--- src/inc/scru_defs.vh ---
// Constants for the stack, call and return unit: opcodes, operation codes,
// clock counts per bus variant and stack displacements.
// Assumes inclusion by bare name from the core design file.
`ifndef SCRU_DEFS_VH
`define SCRU_DEFS_VH

// Operation codes given by the decoder
`define SCRU_OP_CALLF_MEM 4'h0
`define SCRU_OP_RET_NEAR 4'h1
`define SCRU_OP_RET_NEAR_ADJ 4'h2
`define SCRU_OP_RET_FAR 4'h3
`define SCRU_OP_RET_FAR_ADJ 4'h4
`define SCRU_OP_PUSH_MEM 4'h5
`define SCRU_OP_PUSH_REG 4'h6
`define SCRU_OP_PUSH_SEG 4'h7
`define SCRU_OP_PUSH_FLAGS 4'h8
`define SCRU_OP_PUSH_ALL 4'h9
`define SCRU_OP_PUSH_IMM8 4'ha
`define SCRU_OP_PUSH_IMM16 4'hb
`define SCRU_OP_POP_MEM 4'hc
`define SCRU_OP_POP_REG 4'hd
`define SCRU_OP_POP_SEG 4'he

// First opcode bytes named by the instruction set
`define SCRU_OPC_RET_NEAR_ADJ 8'hc2
`define SCRU_OPC_RET_FAR 8'hcb
`define SCRU_OPC_POP_MEM 8'h8f

// Clock counts: slow = 8-bit bus or odd address, fast = 16-bit bus even; the unit picks the count by bus width only
`define SCRU_CLK_CALLF_S 7'h2f
`define SCRU_CLK_CALLF_F 7'h1f
`define SCRU_CLK_RETN_S 7'h13
`define SCRU_CLK_RETN_F 7'h0f
`define SCRU_CLK_RETNA_S 7'h18
`define SCRU_CLK_RETNA_F 7'h14
`define SCRU_CLK_RETF_S 7'h1d
`define SCRU_CLK_RETF_F 7'h15
`define SCRU_CLK_RETFA_S 7'h20
`define SCRU_CLK_RETFA_F 7'h18
`define SCRU_CLK_PUSHM_S 7'h1a
`define SCRU_CLK_PUSHM_F 7'h12
`define SCRU_CLK_PUSH1_S 7'h0c
`define SCRU_CLK_PUSH1_F 7'h08
`define SCRU_CLK_PUSHA_S 7'h43
`define SCRU_CLK_PUSHA_F 7'h23
`define SCRU_CLK_PUSHI8_S 7'h0b
`define SCRU_CLK_PUSHI8_F 7'h07
`define SCRU_CLK_POPM_S 7'h19
`define SCRU_CLK_POPM_F 7'h11

// Stack displacements in bytes
`define SCRU_STEP_WORD 16'h0002
`define SCRU_STEP_FAR 16'h0004
`define SCRU_STEP_ALL 16'h0010

// Register-set push slot count
`define SCRU_ALL_SLOTS 4'h8
`define SCRU_SLOT_SP 4'h4
`endif

--- src/core/scru_stack_unit.v ---
// Stack and procedure-linkage execution unit: far indirect call, returns,
// push and pop forms, with per-variant clock counts.
// Assumes a decoder handing one operation at a time with operands, and a bus
// unit that takes one word transfer per request and acknowledges it.
`timescale 1ns/10ps
`include "scru_defs.vh"

module scru_stack_unit #(
   parameter WORD_W = 16
) (
   input wire ref_clk,
   input wire rstn,
   // Decoder side
   input wire op_valid,
   output wire op_ready,
   input wire [3:0] op_code,
   input wire bus_16bit,
   input wire [WORD_W-1:0] imm_word,
   input wire [WORD_W-1:0] mem_addr,
   input wire [WORD_W-1:0] src_word,
   input wire [1:0] seg_sel,
   input wire [WORD_W-1:0] stack_top_pointer,
   input wire [WORD_W-1:0] code_segment_base,
   input wire [WORD_W-1:0] instruction_offset,
   input wire [WORD_W-1:0] flag_status_word,
   input wire [WORD_W-1:0] accumulator_word,
   input wire [WORD_W-1:0] count_word_reg,
   input wire [WORD_W-1:0] data_word_reg,
   input wire [WORD_W-1:0] base_word_reg,
   input wire [WORD_W-1:0] frame_base_pointer,
   input wire [WORD_W-1:0] source_index_reg,
   input wire [WORD_W-1:0] dest_index_reg,
   // Results
   output reg done_r,
   output reg [WORD_W-1:0] new_sp_r,
   output reg sp_we_r,
   output reg [WORD_W-1:0] new_cs_r,
   output reg cs_we_r,
   output reg [WORD_W-1:0] new_ip_r,
   output reg ip_we_r,
   output reg [WORD_W-1:0] pop_data_r,
   output reg reg_we_r,
   output reg seg_we_r,
   output reg [1:0] seg_sel_r,
   output reg irq_hold_r,
   // Bus unit side: one word per request
   output reg bus_req_r,
   output reg bus_write_r,
   output reg bus_stack_r,
   output reg [WORD_W-1:0] bus_addr_r,
   output reg [WORD_W-1:0] bus_wdata_r,
   input wire bus_ack,
   input wire [WORD_W-1:0] bus_rdata
);

   // States, one-hot, and the code segment selector value
   localparam S_IDLE = 4'b0001;
   localparam S_XFER = 4'b0010;
   localparam S_WAIT = 4'b0100;
   localparam S_DONE = 4'b1000;
   localparam SEG_CODE = 2'b01;

   // Reset release through two flops
   reg rst_s1_r;
   reg rst_s2_r;
   always @(posedge ref_clk or negedge rstn) begin
      if (!rstn) begin
         rst_s1_r <= 1'b0;
         rst_s2_r <= 1'b0;
      end else begin
         rst_s1_r <= 1'b1;
         rst_s2_r <= rst_s1_r;
      end
   end
   wire rst_n = rst_s2_r;

   reg [3:0] state_r;
   reg [3:0] op_r;
   reg [3:0] step_r;
   reg [6:0] cyc_r;
   reg [6:0] budget_r;
   reg [WORD_W-1:0] sp0_r;
   reg [WORD_W-1:0] tmp_r;
   reg [WORD_W-1:0] imm_r;
   reg [WORD_W-1:0] maddr_r;
   reg [WORD_W-1:0] all_r [0:7];

   // Clock budget by operation and bus variant; the address is not looked at, so odd addresses on a 16-bit bus get the fast count
   function [6:0] clk_budget;
      input [3:0] op;
      input fast;
      begin
         case (op)
            `SCRU_OP_CALLF_MEM: clk_budget = fast ? `SCRU_CLK_CALLF_F : `SCRU_CLK_CALLF_S;
            `SCRU_OP_RET_NEAR: clk_budget = fast ? `SCRU_CLK_RETN_F : `SCRU_CLK_RETN_S;
            `SCRU_OP_RET_NEAR_ADJ: clk_budget = fast ? `SCRU_CLK_RETNA_F : `SCRU_CLK_RETNA_S;
            `SCRU_OP_RET_FAR: clk_budget = fast ? `SCRU_CLK_RETF_F : `SCRU_CLK_RETF_S;
            `SCRU_OP_RET_FAR_ADJ: clk_budget = fast ? `SCRU_CLK_RETFA_F : `SCRU_CLK_RETFA_S;
            `SCRU_OP_PUSH_MEM: clk_budget = fast ? `SCRU_CLK_PUSHM_F : `SCRU_CLK_PUSHM_S;
            `SCRU_OP_PUSH_ALL: clk_budget = fast ? `SCRU_CLK_PUSHA_F : `SCRU_CLK_PUSHA_S;
            `SCRU_OP_PUSH_IMM8: clk_budget = fast ? `SCRU_CLK_PUSHI8_F : `SCRU_CLK_PUSHI8_S;
            `SCRU_OP_POP_MEM: clk_budget = fast ? `SCRU_CLK_POPM_F : `SCRU_CLK_POPM_S;
            default: clk_budget = fast ? `SCRU_CLK_PUSH1_F : `SCRU_CLK_PUSH1_S;
         endcase
      end
   endfunction

   // Number of word transfers per operation
   function [3:0] xfer_count;
      input [3:0] op;
      begin
         case (op)
            `SCRU_OP_CALLF_MEM: xfer_count = 4'h4;
            `SCRU_OP_RET_FAR, `SCRU_OP_RET_FAR_ADJ, `SCRU_OP_PUSH_MEM,
            `SCRU_OP_POP_MEM: xfer_count = 4'h2;
            `SCRU_OP_PUSH_ALL: xfer_count = `SCRU_ALL_SLOTS;
            default: xfer_count = 4'h1;
         endcase
      end
   endfunction

   wire is_push1 = (op_r == `SCRU_OP_PUSH_REG) || (op_r == `SCRU_OP_PUSH_SEG) ||
                   (op_r == `SCRU_OP_PUSH_FLAGS) || (op_r == `SCRU_OP_PUSH_IMM8) ||
                   (op_r == `SCRU_OP_PUSH_IMM16);
   wire [WORD_W-1:0] sp_dn2 = sp0_r - `SCRU_STEP_WORD;
   wire [WORD_W-1:0] sp_dn4 = sp0_r - `SCRU_STEP_FAR;
   wire [WORD_W-1:0] sp_up2 = sp0_r + `SCRU_STEP_WORD;
   wire [WORD_W-1:0] all_addr = sp0_r - {{(WORD_W-5){1'b0}}, step_r, 1'b0} - `SCRU_STEP_WORD;

   // Request for the current step: address of low byte, high byte above it
   reg nx_write;
   reg [WORD_W-1:0] nx_addr;
   reg [WORD_W-1:0] nx_data;
   reg nx_stack;
   always @* begin
      nx_write = 1'b0;
      nx_addr = sp0_r;
      nx_data = tmp_r;
      nx_stack = 1'b1;
      case (op_r)
         `SCRU_OP_CALLF_MEM: begin
            // Fetch pointer words, then push segment above offset
            case (step_r)
               4'h0: begin nx_addr = maddr_r; nx_stack = 1'b0; end
               4'h1: begin nx_addr = maddr_r + `SCRU_STEP_WORD; nx_stack = 1'b0; end
               4'h2: begin nx_write = 1'b1; nx_addr = sp_dn2; nx_data = code_segment_base; end
               default: begin nx_write = 1'b1; nx_addr = sp_dn4; nx_data = instruction_offset; end
            endcase
         end
         `SCRU_OP_RET_FAR, `SCRU_OP_RET_FAR_ADJ:
            nx_addr = (step_r == 4'h0) ? sp0_r : sp_up2;
         `SCRU_OP_PUSH_MEM: begin
            nx_stack = (step_r != 4'h0);
            nx_write = (step_r != 4'h0);
            nx_addr = (step_r == 4'h0) ? maddr_r : sp_dn2;
         end
         `SCRU_OP_POP_MEM: begin
            nx_stack = (step_r == 4'h0);
            nx_write = (step_r != 4'h0);
            nx_addr = (step_r == 4'h0) ? sp0_r : maddr_r;
         end
         `SCRU_OP_PUSH_ALL: begin
            nx_write = 1'b1;
            nx_addr = all_addr;
            nx_data = all_r[step_r[2:0]];
         end
         default: begin
            if (is_push1) begin
               nx_write = 1'b1;
               nx_addr = sp_dn2;
               nx_data = imm_r;
            end
         end
      endcase
   end

   assign op_ready = (state_r == S_IDLE);

   // Operand capture: pushed word chosen at acceptance
   reg [WORD_W-1:0] cap_word;
   always @* begin
      case (op_code)
         `SCRU_OP_PUSH_FLAGS: cap_word = flag_status_word;
         `SCRU_OP_PUSH_IMM8: cap_word = {{(WORD_W-8){imm_word[7]}}, imm_word[7:0]};
         // Returns with adjustment keep their pop-value here
         `SCRU_OP_RET_NEAR_ADJ, `SCRU_OP_RET_FAR_ADJ: cap_word = imm_word;
         `SCRU_OP_PUSH_IMM16: cap_word = imm_word;
         default: cap_word = src_word;
      endcase
   end

   // Main sequencer; budget counter pads each operation to its clock count
   always @(posedge ref_clk or negedge rst_n) begin
      if (!rst_n) begin
         state_r <= S_IDLE;
         op_r <= 4'h0;
         step_r <= 4'h0;
         cyc_r <= 7'h00;
         budget_r <= 7'h00;
         sp0_r <= {WORD_W{1'b0}};
         tmp_r <= {WORD_W{1'b0}};
         imm_r <= {WORD_W{1'b0}};
         maddr_r <= {WORD_W{1'b0}};
         done_r <= 1'b0;
         new_sp_r <= {WORD_W{1'b0}};
         sp_we_r <= 1'b0;
         new_cs_r <= {WORD_W{1'b0}};
         cs_we_r <= 1'b0;
         new_ip_r <= {WORD_W{1'b0}};
         ip_we_r <= 1'b0;
         pop_data_r <= {WORD_W{1'b0}};
         reg_we_r <= 1'b0;
         seg_we_r <= 1'b0;
         seg_sel_r <= 2'b00;
         irq_hold_r <= 1'b0;
         bus_req_r <= 1'b0;
         bus_write_r <= 1'b0;
         bus_stack_r <= 1'b0;
         bus_addr_r <= {WORD_W{1'b0}};
         bus_wdata_r <= {WORD_W{1'b0}};
      end else begin
         done_r <= 1'b0;
         sp_we_r <= 1'b0;
         cs_we_r <= 1'b0;
         ip_we_r <= 1'b0;
         reg_we_r <= 1'b0;
         seg_we_r <= 1'b0;
         if (state_r != S_IDLE)
            cyc_r <= cyc_r + 7'h01;
         case (state_r)
            S_IDLE: begin
               if (op_valid) begin
                  op_r <= op_code;
                  step_r <= 4'h0;
                  cyc_r <= 7'h01;
                  budget_r <= clk_budget(op_code, bus_16bit);
                  sp0_r <= stack_top_pointer;
                  imm_r <= cap_word;
                  maddr_r <= mem_addr;
                  seg_sel_r <= seg_sel;
                  // Interrupt hold ends once the following instruction starts
                  irq_hold_r <= 1'b0;
                  // Snapshot order: old pointer goes in slot four
                  all_r[0] <= accumulator_word;
                  all_r[1] <= count_word_reg;
                  all_r[2] <= data_word_reg;
                  all_r[3] <= base_word_reg;
                  all_r[4] <= stack_top_pointer;
                  all_r[5] <= frame_base_pointer;
                  all_r[6] <= source_index_reg;
                  all_r[7] <= dest_index_reg;
                  state_r <= S_XFER;
               end
            end
            S_XFER: begin
               bus_req_r <= 1'b1;
               bus_write_r <= nx_write;
               bus_stack_r <= nx_stack;
               bus_addr_r <= nx_addr;
               bus_wdata_r <= nx_data;
               state_r <= S_WAIT;
            end
            S_WAIT: begin
               if (bus_ack) begin
                  bus_req_r <= 1'b0;
                  if (!bus_write_r) begin
                     tmp_r <= bus_rdata;
                     // Far call keeps the pointer halves until the pushes end
                     if (op_r == `SCRU_OP_CALLF_MEM && step_r == 4'h0)
                        new_ip_r <= bus_rdata;
                     if (op_r == `SCRU_OP_CALLF_MEM && step_r == 4'h1)
                        new_cs_r <= bus_rdata;
                     if (op_r == `SCRU_OP_RET_NEAR || op_r == `SCRU_OP_RET_NEAR_ADJ ||
                         ((op_r == `SCRU_OP_RET_FAR || op_r == `SCRU_OP_RET_FAR_ADJ) &&
                          step_r == 4'h0))
                        new_ip_r <= bus_rdata;
                     if ((op_r == `SCRU_OP_RET_FAR || op_r == `SCRU_OP_RET_FAR_ADJ) &&
                         step_r == 4'h1)
                        new_cs_r <= bus_rdata;
                     pop_data_r <= bus_rdata;
                  end
                  if (step_r + 4'h1 == xfer_count(op_r)) begin
                     state_r <= S_DONE;
                  end else begin
                     step_r <= step_r + 4'h1;
                     state_r <= S_XFER;
                  end
               end
            end
            S_DONE: begin
               // Hold completion until the documented clock count is reached
               if (cyc_r >= budget_r) begin
                  done_r <= 1'b1;
                  sp_we_r <= 1'b1;
                  state_r <= S_IDLE;
                  case (op_r)
                     `SCRU_OP_CALLF_MEM: begin
                        new_sp_r <= sp_dn4;
                        cs_we_r <= 1'b1;
                        ip_we_r <= 1'b1;
                     end
                     `SCRU_OP_RET_NEAR: begin
                        new_sp_r <= sp_up2;
                        ip_we_r <= 1'b1;
                     end
                     `SCRU_OP_RET_NEAR_ADJ: begin
                        new_sp_r <= sp_up2 + imm_r;
                        ip_we_r <= 1'b1;
                     end
                     `SCRU_OP_RET_FAR: begin
                        new_sp_r <= sp0_r + `SCRU_STEP_FAR;
                        cs_we_r <= 1'b1;
                        ip_we_r <= 1'b1;
                     end
                     `SCRU_OP_RET_FAR_ADJ: begin
                        new_sp_r <= sp0_r + `SCRU_STEP_FAR + imm_r;
                        cs_we_r <= 1'b1;
                        ip_we_r <= 1'b1;
                     end
                     `SCRU_OP_PUSH_ALL:
                        new_sp_r <= sp0_r - `SCRU_STEP_ALL;
                     `SCRU_OP_POP_MEM:
                        new_sp_r <= sp_up2;
                     `SCRU_OP_POP_REG: begin
                        new_sp_r <= sp_up2;
                        reg_we_r <= 1'b1;
                     end
                     `SCRU_OP_POP_SEG: begin
                        new_sp_r <= sp_up2;
                        // Code segment cannot be loaded this way
                        seg_we_r <= (seg_sel_r != SEG_CODE);
                        irq_hold_r <= 1'b1;
                     end
                     default:
                        new_sp_r <= sp_dn2;
                  endcase
               end
            end
            default: state_r <= S_IDLE;
         endcase
      end
   end

endmodule // scru_stack_unit

--- config.mk ---
export PLATFORM = sky130hd
export DESIGN_NAME = scru_stack_unit
export DESIGN_NICKNAME = d
export VERILOG_FILES = /design/src/core/scru_stack_unit.v
export VERILOG_INCLUDE_DIRS = /design/src /design/src/inc
export SDC_FILE = /design/constraint.sdc
export NUM_CORES = 1
export LEC_CHECK = 0
export BUFFER_PORTS_ARGS = -buffer_cell sky130_fd_sc_hd__buf_2
export CAP_MARGIN = 5
export CORE_MARGIN = 8
export CORE_UTILIZATION = 45
export CTS_CLUSTER_DIAMETER = 100
export CTS_CLUSTER_SIZE = 30
export DETAILED_ROUTE_END_ITERATION = 7
export PLACE_DENSITY = 0.67
export SYNTH_ARGS = -nofsm -noshare
export SYNTH_HDL_FRONTEND = slang
export SYNTH_SLANG_ARGS = --single-unit
export TNS_END_PERCENT = 50
--- constraint.sdc ---
create_clock -name ref_clk -period 9.7 [get_ports ref_clk]
set_input_delay 1.455 -clock ref_clk [delete_from_list [all_inputs] [get_ports ref_clk]]
set_output_delay 1.455 -clock ref_clk [all_outputs]
set_load 0.01 [all_outputs]
==> reports/metrics.yaml, run 1 <==
outcome:
  status: "completed"
run:
  maxCapViolCount: 0
placement:
  dpl_worst_slack_ns: 5.332
  gp_congestion: 0.9895
  hpwlAfterDp_mm: 53.84
  place.port_buffers: 359
cts:
  cts_root_buffer: "clkbuf_16"
  cts_buffers: 16
  postCtsResizedCells: 0
  cts_num_sinks: 311
  clk_latency_ns: 0.56
  clk_pin_slew_ns: 0.12
  post-cts-setup-buffers: 0
  cts_buffer_depth: 3
  cts_tree: "done"
  h-tree-depth: 1
  cts_hold_buf: 0
routing:
  avgViaCountPerCell: 6.284
  drt-initial-drc-count: 1722
  vias: 16220
  drt_wl_total_mm: 70.25
  drc_errors: 0
  wl_per_cell_um: 27.22
  firstDrtPassIters: 6
  detail-route-antenna-nets: 0
critical_path:
  start_kind: "flop"
  crit_top_cell: "nor2_1"
  cpMaxStageDelayCell: "dfrtp_1"
  cpPeakStageDelay_ns: 1.09
  worstSetupPathType: "reg2reg"
  arrival_ns: 4.98
  critPathRequiredTime_ns: 10.13
  cp_cell_sequence: "or4b_2, nand3_1, and2_1, nor2_1, xor2_1, ha_1, or2_2, a2111oi_0, nor2_1, a31oi_1, a2111o_1, o221ai_1, mux2_2"
  cp-end-kind: "flop"
  crit_fanout: 36
sta:
  fin_setup_tns_ns: 0
  fin_crit_ns: 4.548
  relSlewSlack_pct: 23.98
  max_freq_ghz: 0.2199
  clock_skew_ns: 0.03606
  slew_violations: 0
  rsz0062_at_grt: "false"
  hold_viol_final: 0
  min_period_over_period_pct: 46.89
  hold_slack_ns: 0.3577
  worst_pin_slew_ns: 1.140
  finalSetupViolCount: 0
  fin_ws_ns: 5.152
synth:
  ys.flop_type: "dfrtp_1"
  synth_cells: 1763
  synth_top_family_by_area: "compound AO/OA/AOI/OAI gates"
  synth.distinct_cells: 96
  synth-edff-count: 128
  async_flop_share_pct: 58.84
  synthAdderAreaFrac_pct: 3.286
  muxShareOfSynthArea_pct: 10.35
  synthSimpleGateAreaFrac_pct: 12.69
  synthXorXnorAreaFrac_pct: 3.635
  synth_compound_area_share_pct: 19.88
  synth_nets: 2060
  yosysWarningCount: 0
  ys_ff_latch: 311
  netlist_area_um2: 18280
  syn_area_per_cell_um2: 10.37
  ys_seq_area_share_pct: 46.09
floorplan:
  die_w_um: 217.5
  io_pins: 360
  fp.dieH_um: 217.5
  coreArea_um2: 40460
  fp.dieArea_um2: 47320
  fp-row-count: 74
  start_util_pct: 45.17
final_layout:
  area_growth_syn_to_layout_pct: 14.99
  final_util_pct: 51.94
  finalNetCount: 2333
  seq_area_um2: 8429
  multi_input_area_um2: 9175
  fillers: 3675
  drive_gt1_share_pct: 28.54
global_route:
  antenna_found_initial: 4
  grt_util_all_layers_pct: 28.72
  grt_first_pass_wirelength_mm: 103.8
  grt_overflow_total: 0
  grt_pass1_vias: 16200
  grt_max_degree: 93
worst_hold_path:
  worstHoldPathType: "reg2async"
power:
  powerDensity_nw_per_um2: 319.8
  peakVddDrop_mv: 0.1717
  cellLeakagePower_nw: 8.602
## path summary, 6_finish.rpt
kind / from / end / slack (ns) / cells after the start
worst max-delay path: op_r[2]$_DFFE_PN0P_ / new_sp_r[15]$_DFFE_PN0P_ / 5.15 / 13
worst min-delay path: rst_n$_DFF_PN0_ / bus_wdata_r[9]$_DFFE_PN0P_ / 0.36 / 0
worst max register to register: op_r[2]$_DFFE_PN0P_ / new_sp_r[15]$_DFFE_PN0P_ / 5.15 / 13
worst min register to register: rst_n$_DFF_PN0_ / bus_wdata_r[9]$_DFFE_PN0P_ / 0.36 / 0
max in group asynchronous: rst_n$_DFF_PN0_ / sp0_r[8]$_DFFE_PN0P_ / 7.88 / 1
min in group ref_clk: rst_s1_r$_DFF_PN0_ / rst_n$_DFF_PN0_ / 0.38 / 0
## Yosys cell counts, drive strengths merged, types with 6 or more instances
library cell	n	share of area (%)
xor2	30	1.4
a32oi	6	0.29
a221o	8	0.44
dfrtp	182	25
or2	6	0.21
and2	10	0.34
inv	36	0.74
nand2	162	3.3
or3	7	0.24
o21ai	131	3.6
mux2i	18	0.99
buf	51	1.5
a22oi	34	1.4
o21a	16	0.66
o221ai	28	1.3
o22ai	24	0.82
clkbuf	89	1.8
nand3b	10	0.41
xnor2	45	2.2
a21o	13	0.53
nor2	115	2.4
nor3	35	0.99
a2111oi	7	0.37
nor2b	25	0.86
edfxtp	128	21
a21oi	111	3.0
o31ai	16	0.66
nor4	12	0.53
o211ai	11	0.45
a211oi	19	0.78
o2111ai	7	0.34
and3	8	0.27
nand2b	16	0.55
ha	44	3.0
mux2	88	5.4
a221oi	32	1.5
nand3	36	0.99
mux4	32	3.9
nand4	9	0.31
a31oi	20	0.68
## per-stage QoR
| stage | power, mW | cells | instance area (um2) |
|---|---|---|---|
| global route | 7.091 | 2579 | 21010 |
| global placement | 5.818 | 2550 | 20480 |
| floorplan | 4.529 | 1763 | 18280 |
| detailed placement | 5.845 | 2550 | 20480 |
| CTS | 6.658 | 2578 | 21010 |
| finish | 6.720 | 2581 | 21020 |
## cells by family after synthesis
family,Yosys count
AOI/OAI and AO/OA,539
and+or+nand+nor,475
DFF,311
buffers and inverters,177
muxes,138
xor gates and xnor gates,75
adders and majority gates,47
other,1
## report_power, final
group | internal (mW) | leakage, nW | switching [mW]
Sequential | 1.73 | 3.50 | 0.484
Clock | 0.333 | 0.253 | 0.473
Combinational | 1.36 | 4.84 | 2.33
## metal layers
metal	share of wire [%]	global-route usage, %	vias to the layer above
met1	39	36.40	8030
met4	5.3	12.87	0
met5	0	0	-
met3	7.5	5.146	171
met2	48	47.58	805
li1	-	-	7213
## state kept, by name (all words and copies together), names as in the netlist, 2 cells and up
name and count:
all_r 128, budget_r 7, bus_addr_r 16, bus_wdata_r 16, cyc_r 7, imm_r 16
maddr_r 16, new_cs_r 16, new_ip_r 16, new_sp_r 16, op_r 4, seg_sel_r 2
sp0_r 16, state_r 4, step_r 4, tmp_r 16
## cells in the final DEF, fill, tap and decap left out, drive strengths merged, types with 8 or more instances in the layout
cell and count:
nor4 12, mux2i 18, inv 38, and3 8
dfrtp 182, ha 44, nand2 162, a21oi 111
o21a 16, clkbuf 21, a21o 13, o221ai 28
a22oi 34, nand2b 16, nor3 35, nor2 115
edfxtp 128, a211oi 19, nor2b 25, a31oi 20
and2 10, mux4 32, mux2 88, buf 395
a221o 8, a221oi 32, o31ai 16, o21ai 131
nand4 9, xor2 30, nand3 36, o211ai 11
xnor2 45, nand3b 10, o22ai 24
## worst max-delay path, delay by kind of cell (launching register included)
kind                     cells  cell delay, ns
adder cells (fa/ha/maj)      1            0.23
AND/OR/NAND/NOR              6            1.65
XOR/XNOR                     1            0.16
multiplexers                 1            0.29
AO/OA/AOI/OAI                4            0.99
flip-flops                   1            1.09
## area by class of cell
cell class	instances	share of cell area, %
Multi-Input combinational cell	1275	43.66
Sequential cell	311	40.11
Timing Repair Buffer	395	9.836
Clock inverter	7	0.5358
Inverter	37	0.6609
Tap cell	532	3.167
Clock buffer	21	1.995
Antenna cell	3	0.03572
No activity file was read; power rests on OpenSTA's default activity.
==> run 2, diff against run 1 <==
==> constraint.sdc (replaced) <==
create_clock -name ref_clk -period 4.36 [get_ports ref_clk]
set_input_delay 0.654 -clock ref_clk [delete_from_list [all_inputs] [get_ports ref_clk]]
set_output_delay 0.654 -clock ref_clk [all_outputs]
set_load 0.01 [all_outputs]
==> run 2 against run 1 <==
Effect of this change:
- first-iteration DRC count up 3.2%
- via count rose by 1.4%
- clock skew shrank 0.0020 ns
- setup slack worse by 4.5 ns
- cell count up 1.3%
- routed wire length up 2.0%
- utilization rose by 0.53 points
- critical endpoint unchanged
==> reports/metrics.yaml, run 2 (synthesis results as in run 1) <==
floorplan:
  die_w_um: 217.5  # unchanged
  coreArea_um2: 40460  # unchanged
  start_util_pct: 45.17  # unchanged
  fp.dieArea_um2: 47320  # unchanged
  io_pins: 360  # unchanged
  fp-row-count: 74  # unchanged
  fp.dieH_um: 217.5  # unchanged
routing:
  firstDrtPassIters: 6  # unchanged
  vias: 16450  # +1.4%
  wl_per_cell_um: 27.42  # +0.72%
  drc_errors: 0  # unchanged
  drt-initial-drc-count: 1777  # +3.2%
  avgViaCountPerCell: 6.291  # +0.11%
  drt_wl_total_mm: 71.66  # +2.0%
  detail-route-antenna-nets: 0  # unchanged
final_layout:
  drive_gt1_share_pct: 29.47  # +0.93 points
  regMostFlops: "all_r"
  layout_common_cells: "359 x buf_2, 180 x dfrtp_1, 159 x nand2_1"
  largest_reg_flops: 128  # unchanged
  final_area_um2: 21230  # +1.0%
  area_growth_syn_to_layout_pct: 16.15
  final_common_cell: "buf_2"
  finalNetCount: 2367  # +1.5%
global_route:
  grt_max_degree: 93  # unchanged
  antenna_found_initial: 2  # -2
  grt_pass1_vias: 16550  # +2.2%
  grt_overflow_total: 0  # unchanged
  grt_first_pass_wirelength_mm: 105.7  # +1.9%
  grt_util_all_layers_pct: 29.25  # +0.53 points
placement:
  gp_congestion: 1.013  # +2.4%
  hpwlAfterDp_mm: 55.37  # +2.9%
  place.port_buffers: 359  # unchanged
  place_area_um2: 20730  # +1.2%
cts:
  cts_root_buffer: "clkbuf_16"
  clk_latency_ns: 0.55  # about the same
  cts_tree: "done"
  clk_pin_slew_ns: 0.12  # about the same
  cts_buffer_depth: 3  # unchanged
  h-tree-depth: 1  # unchanged
  cts_num_sinks: 311  # unchanged
  cts_buffers: 16  # unchanged
  postCtsResizedCells: 0  # unchanged
critical_path:
  worstSetupPathType: "reg2reg"
  arrival_ns: 4.16  # -0.82 ns
  cp-end-kind: "flop"
  critPathRequiredTime_ns: 4.78  # -5.35 ns
  crit_fanout: 4  # -89%
  start_kind: "flop"
sta:
  finalSetupViolCount: 0  # unchanged
  fin_crit_ns: 3.736  # -0.8118 ns
  worst_pin_slew_ns: 1.315  # +0.1750 ns
  rsz0062_at_grt: "false"
  max_freq_ghz: 0.2676  # +22%
  hold_viol_final: 0  # unchanged
  min_period_over_period_pct: 85.69  # +39 points
  slew_violations: 0  # unchanged
  fin_setup_tns_ns: 0  # unchanged
  clock_skew_ns: 0.03405  # -0.002004 ns
  relSlewSlack_pct: 12.32  # -12 points
worst_hold_path:
  worstHoldPathType: "in2reg"
power:
  peakVddDrop_mv: 0.3695  # +120%
  powerDensity_nw_per_um2: 716.5  # +120%
  cellLeakagePower_nw: 8.748  # +1.7%
run:
  maxCapViolCount: 0  # unchanged
outcome:
  status: "completed"
## run 2: cell types whose count changed in the layout (fill, tap and decap cells not counted), sizes merged
cell | previous run | this run
buf | 395 | 428
clkbuf | 21 | 22
clkinv | 6 | 5
diode | 3 | 2
dlygate4sd3 | 0 | 1
## run 2: stage by stage
stage	worst slack, ns	total power, mW	util, %	hold WS (ns)	instances
detailed placement	0.7285	13.30	51.23	0.3426	2583
CTS	0.6959	15.05	52.45	0.2526	2612
finish	0.6237	15.21	52.46	0.2645	2614
global placement	0.6772	13.24	51.23	0.3374	2583
floorplan	0.4137	10.06	-	0.3312	1763
global route	0.2899	15.98	52.46	0.2478	2613
## run 2: per-layer routing
metal,global-route usage (%),wire [um],up-vias
met5,0,0,-
met4,12.02,3332,0
met3,5.576,6048,145
met2,48.82,34410,828
met1,36.97,27870,8181
li1,-,-,7291
## run 2: area by class of cell
cell class	instances	area [um2]
tap	532	665.6
sequential	311	8429
fill	3670	19230
inverter	37	138.9
clock inverter	6	61.31
clock buffer	22	422.9
antenna	2	5.005
timing repair buffer	429	2337
multi-input combinational	1275	9168
## run 2: worst paths after layout
path,depth (start not counted),startpoint,end,slack [ns]
setup / recovery,13,op_r[3]$_DFFE_PN0P_,new_sp_r[15]$_DFFE_PN0P_,0.62
hold / removal,1,data_word_reg[12],all_r[2][12]$_DFFE_PP_,0.26
setup reg to reg,13,op_r[3]$_DFFE_PN0P_,new_sp_r[15]$_DFFE_PN0P_,0.62
hold reg to reg,0,rst_s1_r$_DFF_PN0_,rst_n$_DFF_PN0_,0.36
max in group asynchronous,1,rst_n$_DFF_PN0_,maddr_r[10]$_DFFE_PN0P_,2.54
min in group asynchronous,0,rst_n$_DFF_PN0_,bus_wdata_r[13]$_DFFE_PN0P_,0.38
## run 2: repair_timing
| action | CTS | global route |
|---|---|---|
| hold buffers | 1 | 0 |
| setup buffers | 0 | 0 |
| endpoints found under the hold margin | 2 | 0 |
## run 2: power breakdown
part | internal (mW) | switching, mW | total [mW]
clock | 0.717 | 1.02 | 1.73
sequential | 3.86 | 0.822 | 4.68
combinational | 3.21 | 5.59 | 8.79
## run 2: critical path, stage by stage (launching register included)
cell and delay, ns:
dfrtp_1 0.40, or4b_2 0.72, nand3_1 0.13, and2_1 0.22, nor2_1 0.08, xor2_1 0.15, ha_1 0.23, or2_2 0.32
a2111oi_0 0.40, nor2_1 0.09, a31oi_1 0.31, a2111o_1 0.20, o221ai_1 0.10, mux2_2 0.29
